## src/shared/mcp_pkg.sv

```systemverilog
// Shared constants and types for the six-channel square-wave generator bank.
// Assumes every user of it writes mcp_pkg::name and imports nothing.
package mcp_pkg;

	// Bank geometry.
	localparam int NCH   = 6;
	localparam int NPAIR = 3;
	localparam int DIV_W = 16;
	localparam int SYNC_W = 3;

	// Input clock select encoding: high picks the PLL clock, low the crystal clock.
	localparam logic CLK_PLL = 1'b1;
	localparam logic CLK_XO  = 1'b0;

	// Reset values.
	localparam logic [DIV_W-1:0] DIV_RST  = 16'h0000;
	localparam logic [SYNC_W-1:0] SYNC_RST = 3'h0;

	// Per-channel configuration as software presents it.
	typedef struct packed {
		logic             en;        // Channel enabled.
		logic             single;    // One pulse per trigger instead of continuous.
		logic             clk_sel;   // Input clock select.
		logic             sync_mode; // Settings take effect with the synchronised group.
		logic [DIV_W-1:0] hi_div;    // High phase lasts hi_div+1 input clock cycles.
		logic [DIV_W-1:0] lo_div;    // Low phase lasts lo_div+1 input clock cycles.
	} mcp_cfg_s;

	// Settings a channel actually runs with.
	typedef struct packed {
		logic             clk_sel;
		logic [DIV_W-1:0] hi_div;
		logic [DIV_W-1:0] lo_div;
	} mcp_act_s;

	typedef enum logic [1:0] {
		ST_IDLE,
		ST_HIGH,
		ST_LOW,
		ST_PARK
	} mcp_state_e;

	// Complete state of one channel.
	typedef struct packed {
		mcp_state_e       state;
		mcp_act_s         act;
		logic [DIV_W-1:0] cnt;
		logic             wave;
	} mcp_chan_st_s;

	// Complete state of the bank top.
	typedef struct packed {
		logic [SYNC_W-1:0]    pll_sy;
		logic [SYNC_W-1:0]    xo_sy;
		logic                 pll_lvl;
		logic                 xo_lvl;
		logic                 pll_tick;
		logic                 xo_tick;
		logic                 armed;
		logic                 release_p;
		mcp_act_s [NCH-1:0]   staged;
		logic [NCH-1:0]       pwm_out;
		logic [NCH-1:0]       busy;
		logic                 sync_busy;
	} mcp_top_st_s;

endpackage : mcp_pkg

```

## src/logic/mcp_top.sv

```systemverilog
// Bank of six independent square-wave channels with shared clock sampling,
// synchronised group update and pairwise output inversion.
// Assumes configuration, trigger and sync_load come from logic on clk, and
// that the PLL and crystal clocks arrive as plain inputs from another domain.
//
// Contract
// - There are six channels, each running on its own settings and state.
// - Each channel makes a square wave whose duty comes from software settings.
// - Each channel times its phases by counting edges of its chosen input clock.
// - High and low phase lengths come from two separate 16-bit divide values.
// - Channels run alone or in a synchronised group whose new settings start together.
// - Within each channel pair, the second output may be inverted for a differential pair.
// - Each channel repeats its phases continuously or gives one pulse per trigger.
// - Each channel counts either the PLL clock or the crystal-rate clock.
module mcp_top (
	input  wire logic                            clk,       // System clock, 25 MHz.
	input  wire logic                            rstn,      // Asynchronous reset, active low.
	input  wire logic                            pll_clk,   // PLL clock, sampled as data.
	input  wire logic                            xo_clk,    // Crystal-rate clock, sampled as data.
	input  wire mcp_pkg::mcp_cfg_s [mcp_pkg::NCH-1:0] cfg,  // Per-channel settings.
	input  wire logic [mcp_pkg::NCH-1:0]         trig,      // Single pulse start, one cycle.
	input  wire logic                            sync_load, // Capture group settings, one cycle.
	input  wire logic [mcp_pkg::NPAIR-1:0]       pair_inv,  // Invert odd output of each pair.
	output logic [mcp_pkg::NCH-1:0]              pwm_out,   // Channel outputs.
	output logic [mcp_pkg::NCH-1:0]              busy,      // Channel is producing a waveform.
	output logic                                 sync_busy  // Group update still waiting.
);

	mcp_pkg::mcp_top_st_s      r_reg;
	mcp_pkg::mcp_top_st_s      r_next;
	logic [mcp_pkg::NCH-1:0]   ch_wave;
	logic [mcp_pkg::NCH-1:0]   ch_parked;
	logic [mcp_pkg::NCH-1:0]   ch_busy;
	logic [mcp_pkg::NCH-1:0]   grp_member;
	logic                      grp_ready;
	logic [mcp_pkg::NCH-1:0]   out_next;

	// New sampled level of an outside clock: it changes only once the second
	// and third stages agree, so a sampling glitch never makes a tick.
	function automatic logic mcp_level(input logic [mcp_pkg::SYNC_W-1:0] sy,
		input logic lvl);
		logic res;
		res = lvl;
		if (sy[1] == sy[2]) begin
			res = sy[2];
		end
		return res;
	endfunction : mcp_level

	// Channels taking part in the pending group update.
	assign grp_member = {mcp_pkg::NCH{1'b0}} | out_member(cfg);

	function automatic logic [mcp_pkg::NCH-1:0] out_member(
		input mcp_pkg::mcp_cfg_s [mcp_pkg::NCH-1:0] c);
		logic [mcp_pkg::NCH-1:0] m;
		m = '0;
		for (int i = 0; i < mcp_pkg::NCH; i++) begin
			m[i] = c[i].en && c[i].sync_mode;
		end
		return m;
	endfunction : out_member

	// The group starts only when every member has finished its current period,
	// so none of them is cut short. A member that never reaches its period end
	// (a very long divider) holds the others parked meanwhile.
	assign grp_ready = &(ch_parked | ~grp_member);

	// Pairwise inversion on the odd channel of each pair; the even one is untouched.
	generate
		for (genvar p = 0; p < mcp_pkg::NPAIR; p++) begin : g_pair
			assign out_next[2*p]   = ch_wave[2*p];
			assign out_next[2*p+1] = ch_wave[2*p+1] ^ pair_inv[p];
		end
	endgenerate

	// Next state of the bank: clock sampling, group staging and output stage.
	always_comb begin
		r_next = r_reg;
		// Three-stage sampling of both outside clocks. The PLL clock must stay
		// below a quarter of the system clock rate or its edges are lost here.
		r_next.pll_sy   = {r_reg.pll_sy[1:0], pll_clk};
		r_next.xo_sy    = {r_reg.xo_sy[1:0], xo_clk};
		r_next.pll_lvl  = mcp_level(r_reg.pll_sy, r_reg.pll_lvl);
		r_next.xo_lvl   = mcp_level(r_reg.xo_sy, r_reg.xo_lvl);
		r_next.pll_tick = r_next.pll_lvl && !r_reg.pll_lvl;
		r_next.xo_tick  = r_next.xo_lvl && !r_reg.xo_lvl;

		// Group release lasts one cycle and disarms the request.
		r_next.release_p = 1'b0;
		if (r_reg.armed && !r_reg.release_p && grp_ready) begin
			r_next.release_p = 1'b1;
			r_next.armed     = 1'b0;
		end

		// A load wins over a release in the same cycle: the fresh settings are
		// staged and the group waits again, so no request is lost.
		if (sync_load) begin
			for (int i = 0; i < mcp_pkg::NCH; i++) begin
				if (cfg[i].sync_mode) begin
					r_next.staged[i] = '{clk_sel: cfg[i].clk_sel,
						hi_div: cfg[i].hi_div, lo_div: cfg[i].lo_div};
				end
			end
			r_next.armed     = 1'b1;
			r_next.release_p = 1'b0;
		end

		// Outputs leave from flip-flops.
		r_next.pwm_out   = out_next;
		r_next.busy      = ch_busy;
		r_next.sync_busy = r_next.armed;
	end

	// State register of the bank.
	always_ff @(posedge clk or negedge rstn) begin
		if (!rstn) begin
			r_reg <= '{pll_sy: mcp_pkg::SYNC_RST, xo_sy: mcp_pkg::SYNC_RST,
				pll_lvl: 1'b0, xo_lvl: 1'b0, pll_tick: 1'b0, xo_tick: 1'b0,
				armed: 1'b0, release_p: 1'b0, staged: '0, pwm_out: '0,
				busy: '0, sync_busy: 1'b0};
		end else begin
			r_reg <= r_next;
		end
	end

	// One sequencer per channel, each with its own settings and state.
	generate
		for (genvar c = 0; c < mcp_pkg::NCH; c++) begin : g_chan
			mcp_chan u_chan (
				.clk       (clk),
				.rstn      (rstn),
				.cfg       (cfg[c]),
				.staged    (r_reg.staged[c]),
				.pll_tick  (r_reg.pll_tick),
				.xo_tick   (r_reg.xo_tick),
				.trig      (trig[c]),
				.sync_pend (r_reg.armed),
				.release_p (r_reg.release_p),
				.wave      (ch_wave[c]),
				.parked    (ch_parked[c]),
				.busy      (ch_busy[c])
			);
		end
	endgenerate

	// Registered outputs.
	assign pwm_out   = r_reg.pwm_out;
	assign busy      = r_reg.busy;
	assign sync_busy = r_reg.sync_busy;

endmodule : mcp_top

```

## src/logic/mcp_chan.sv

```systemverilog
// One square-wave channel: high phase, low phase, optional single pulse.
// Assumes the ticks are one-cycle pulses on clk and that the top sequences
// the synchronised group through sync_pend and release_p.
module mcp_chan (
	input  wire logic              clk,       // System clock.
	input  wire logic              rstn,      // Asynchronous reset, active low.
	input  wire mcp_pkg::mcp_cfg_s cfg,       // Live configuration.
	input  wire mcp_pkg::mcp_act_s staged,    // Settings captured for the group.
	input  wire logic              pll_tick,  // One edge of the PLL clock.
	input  wire logic              xo_tick,   // One edge of the crystal clock.
	input  wire logic              trig,      // Single pulse start request.
	input  wire logic              sync_pend, // Group update is waiting.
	input  wire logic              release_p, // Group starts together now.
	output logic                   wave,      // Raw channel waveform.
	output logic                   parked,    // Channel is at a safe boundary.
	output logic                   busy       // Channel is producing a waveform.
);

	mcp_pkg::mcp_chan_st_s r_reg;
	mcp_pkg::mcp_chan_st_s r_next;
	mcp_pkg::mcp_act_s     live;
	mcp_pkg::mcp_act_s     src;
	logic                  tick;

	// Live settings and the set a fresh start uses.
	assign live = '{clk_sel: cfg.clk_sel, hi_div: cfg.hi_div, lo_div: cfg.lo_div};
	assign src  = cfg.sync_mode ? staged : live;

	// The running clock choice is latched with the dividers so a select change
	// cannot shorten a phase in flight.
	assign tick = (r_reg.act.clk_sel == mcp_pkg::CLK_PLL) ? pll_tick : xo_tick;

	// Phase sequencer.
	always_comb begin
		r_next = r_reg;
		case (r_reg.state)
			mcp_pkg::ST_IDLE: begin
				if (cfg.en && (!cfg.single || trig)) begin
					r_next.act   = src;
					r_next.cnt   = mcp_pkg::DIV_RST;
					r_next.state = mcp_pkg::ST_HIGH;
					r_next.wave  = 1'b1;
				end
			end
			mcp_pkg::ST_HIGH: begin
				if (tick) begin
					if (r_reg.cnt == r_reg.act.hi_div) begin
						r_next.cnt   = mcp_pkg::DIV_RST;
						r_next.state = mcp_pkg::ST_LOW;
						r_next.wave  = 1'b0;
					end else begin
						r_next.cnt = r_reg.cnt + 16'h0001;
					end
				end
			end
			mcp_pkg::ST_LOW: begin
				if (tick) begin
					if (r_reg.cnt == r_reg.act.lo_div) begin
						r_next.cnt = mcp_pkg::DIV_RST;
						if (cfg.single) begin
							r_next.state = mcp_pkg::ST_IDLE;
						end else if (cfg.sync_mode && sync_pend) begin
							r_next.state = mcp_pkg::ST_PARK;
						end else begin
							// Only the period end picks up new dividers.
							if (!cfg.sync_mode) begin
								r_next.act = live;
							end
							r_next.state = mcp_pkg::ST_HIGH;
							r_next.wave  = 1'b1;
						end
					end else begin
						r_next.cnt = r_reg.cnt + 16'h0001;
					end
				end
			end
			mcp_pkg::ST_PARK: begin
				if (release_p) begin
					r_next.act   = staged;
					r_next.state = mcp_pkg::ST_HIGH;
					r_next.wave  = 1'b1;
				end
			end
			default: begin
				r_next.state = mcp_pkg::ST_IDLE;
			end
		endcase
		// Disabling stops at once; the output rests low.
		if (!cfg.en) begin
			r_next.state = mcp_pkg::ST_IDLE;
			r_next.cnt   = mcp_pkg::DIV_RST;
			r_next.wave  = 1'b0;
		end
	end

	// State register.
	always_ff @(posedge clk or negedge rstn) begin
		if (!rstn) begin
			r_reg <= '{state: mcp_pkg::ST_IDLE, act: '0, cnt: mcp_pkg::DIV_RST, wave: 1'b0};
		end else begin
			r_reg <= r_next;
		end
	end

	// Status views of the sequencer.
	assign wave   = r_reg.wave;
	assign parked = (r_reg.state == mcp_pkg::ST_PARK) || (r_reg.state == mcp_pkg::ST_IDLE);
	assign busy   = (r_reg.state != mcp_pkg::ST_IDLE);

endmodule : mcp_chan

```

## config.mk

```make
export PLATFORM = sky130hd
export DESIGN_NAME = mcp_top
export DESIGN_NICKNAME = d
export VERILOG_FILES = /design/src/shared/mcp_pkg.sv /design/src/logic/mcp_top.sv /design/src/logic/mcp_chan.sv
export SDC_FILE = /design/constraint.sdc
export NUM_CORES = 1
export LEC_CHECK = 0
export BUFFER_PORTS_ARGS = -buffer_cell sky130_fd_sc_hd__buf_4
export CAP_MARGIN = 10
export CORE_MARGIN = 2
export CORE_UTILIZATION = 55
export CTS_CLUSTER_SIZE = 14
export DETAILED_ROUTE_END_ITERATION = 10
export GPL_ROUTABILITY_DRIVEN = 0
export PLACE_DENSITY = 0.75
export SETUP_SLACK_MARGIN = 0.2
export SYNTH_ARGS = -nofsm -noshare
export SYNTH_HDL_FRONTEND = slang
export SYNTH_SLANG_ARGS = --single-unit
```

## constraint.sdc

```tcl
create_clock -name clk -period 5.65 [get_ports clk]
set_input_delay 0.8475 -clock clk [delete_from_list [all_inputs] [get_ports clk]]
set_output_delay 0.8475 -clock clk [all_outputs]
set_load 0.005 [all_outputs]
```

==> summary.txt <==
Drt
  – WL met1: 28400 µm
  – WL met2: 29400 µm
  – Vias: 18700
  – Routed wire length: 62600 µm
  – TritonRoute pass-1 iters: 5
  – DRT antenna net count: 0
  – Vias/cell: roughly 6
  – Wire length on met3: 3080 µm
  – Top routing layer in use: met4
  – Drc violations: 0
  – Initial DRC Count: 1561
  – DR WL/cell: 20.3 µm

Layout
  – Layout Cells excl Fill: 3084
  – Post-layout utilization of the core: 0.643
  – Layout cells sized above 1: 0.304
  – Antenna fix cells: 0
  – Area delta synth->final: 15.3%
  – Fillers: 3564
  – Commonest non-fill, non-tap cells in the layout: dfrtp_1 (534), mux2_2 (372), buf_4 (262)
  – Leading cell type in the layout, fill and taps excluded: dfrtp_1
  – Nets: 2692
  – Max reg flops: 306

STA
  – RSZ-0062 raised after global routing: false
  – Worst-Margin Slew: between 1000 and 1500 ps
  – Max-slew violations: 0
  – Share of the clock period used by the worst path: 0.574
  – Endpoints failing setup: 0
  – Hold Violations, Final: 0
  – Setup TNS: 0 ps
  – Crit path time final: 3240 ps
  – Slew headroom: 0.220
  – Skew final: between 10 and 15 ps
  – Max frequency: around 0.31 GHz

GRT
  – Largest net degree at the start of global routing: 146
  – First-pass GRT wire length: 102000 µm
  – Grt ovf: 0
  – Initial antenna violation count: 0
  – Vias in the first global route: 19200
  – GRT Total Usage: 0.253

Synth
  – Post-synthesis simple-gate area fraction: 0.0831
  – Adder-Cell Fraction of Synth Area: 0.0149
  – Sequential element share of the synthesized area: 0.502
  – Syn nets: about 2500
  – Largest family of logic cells by synthesized area: multiplexers
  – Register bit total from synthesis: 534
  – Post-Synthesis Cell Area: 26600 µm²
  – Async SR Flop Fraction: 1.00
  – Synth cell types: 66
  – Mapped Cells: 2262
  – Synthesized area per cell: 11.8 µm²
  – Predominant post-synthesis flop cell: dfrtp_1
  – Synth Warn #: 0
  – Mux cell area share after synthesis: 0.160
  – XOR/XNOR Fraction of Synth Area: 0.0701
  – Synth Area in Compound Gates: 0.137
  – Post-synth EDFFs: 0

Place
  – Post-DP HPWL: ~43000 µm
  – DP Cell Count: 2988
  – Port buffer count: 242

Critical path
  – Setup crit end kind: flop
  – WS Path Type: reg2reg
  – Crit Path Max Fanout: 21
  – Worst path required time: 6130 ps
  – Reg-to-reg setup timing slack: 2410 ps
  – Worst Setup Start Kind: flop
  – CP Data Arrival Time: 3720 ps

Clocking
  – Worst-skew pair later-pin latency: 600 ps
  – Hold-fix buffers, CTS: 0
  – H-tree depth: 2
  – Root buf cell: clkbuf_16
  – Clock sink count: 534
  – CTS Buf Count: 55
  – Max Buffers Root-to-Sink: 3
  – Setup Fix Bufs, Post-CTS: 0
  – Clk pin slew, worst setup/hold paths: about 60 ps
  – Post_cts resized: 0
  – CTS tree: yes

Min path
  – Min-delay worst type: in2async

Die
  – Die area: approximately 50000 µm²
  – Rows: 80
  – Starting density of the core: 0.558
  – IO Pins: around 240
  – Die width: 224 µm
  – Area of the core: 47700 µm²
  – Die H: approximately 220 µm

Flow run
  – MaxCap Viol Count: 0

Outcome
  – Status: complete, no violations

Power and ir drop
  – Pleak: 0.0136 µW
  – P per Cell Area: 437 nW/µm²
  – Worst VDD drop: roughly 0.32 mV
final timing paths:
path | cells past startpoint | end | from
max in group asynchronous | 2 | g_chan[0].u_chan.r_reg[44] | rstn
min in group clk | 1 | r_next[218] | xo_clk
max | 7 | g_chan[4].u_chan.r_reg[41] | g_chan[4].u_chan.r_reg[7]
max reg2reg | 7 | g_chan[4].u_chan.r_reg[41] | g_chan[4].u_chan.r_reg[7]
min | 1 | r_reg[203] | rstn
min reg2reg | 0 | r_next[219] | r_next[218]
cells by family (layout without fill, tap and decap cells):
| logic type | count (synthesis) | in the layout |
|---|---|---|
| AO/OA/AOI/OAI | 481 | 481 |
| XOR/XNOR | 213 | 213 |
| buffers and inverters | 195 | 402 |
| adder cells (fa/ha/maj) | 32 | 32 |
| AND/OR/NAND/NOR | 427 | 427 |
| flip-flops | 534 | 534 |
| multiplexers | 380 | 380 |
routing by layer:
layer  up-vias  track usage
met5         -            0
met4         0       0.0834
met3       121       0.0329
met2       508        0.402
met1      9501        0.360
li1       8564            -
final cells by class:
| cell class | instances | area (µm²) | area share |
|---|---|---|---|
| clock buffer | 76 | 1620 | 0.0527 |
| tap | 615 | 769 | 0.0251 |
| sequential | 534 | 13400 | 0.435 |
| clock inverter | 18 | 302 | 0.00983 |
| multi-input combinational | 1533 | 12400 | 0.405 |
| timing repair buffer | 268 | 2070 | 0.0673 |
| inverter | 40 | 150 | 0.00489 |
stage by stage:
stage | power (µW) | worst slack, ps | hold WS (ps) | area [µm²]
detailed placement | 9570 | 2490 | 342 | 28700
CTS | 13500 | 2450 | 320 | 30700
global placement | 9390 | 2500 | 343 | 28700
floorplan | 8510 | 3190 | 331 | 26600
global route | 14100 | 2210 | 323 | 30700
finish | 13400 | 2410 | 313 | 30700
report_power, final:
group / total (µW) / leakage (µW) / internal, µW / switching [µW]
combinational: 3880 / 0.00612 / 2090 / 1800
sequential: 5660 / 0.00655 / 4860 / 800
clock: 3860 / 0.000938 / 2350 / 1510
total: 13400 / 0.0136 / 9300 / 4110
synthesized netlist by cell type (all sizes together), types with 30 or more instances:
library cell	n	share of area
nand2	71	0.010
nor2b	38	0.0089
a22o	221	0.073
buf	57	0.013
clkbuf	98	0.014
nor2	107	0.015
a22oi	33	0.0093
nand4	57	0.013
inv	40	0.0056
a21o	33	0.0093
ha	30	0.014
and3	36	0.0086
dfrtp	534	0.50
a21oi	50	0.0094
xnor2	168	0.055
o21ai	76	0.014
mux2	373	0.16
xor2	45	0.015
nand3	30	0.0056
critical path: stages (launching register included):
cell       delay, ps
dfrtp_1          480
xnor2_1          200
nand4_1          120
o41ai_2          450
o2111ai_1        370
nor2_2           700
buf_4            410
mux2_2           380
Power figures use the tool's default switching activity.
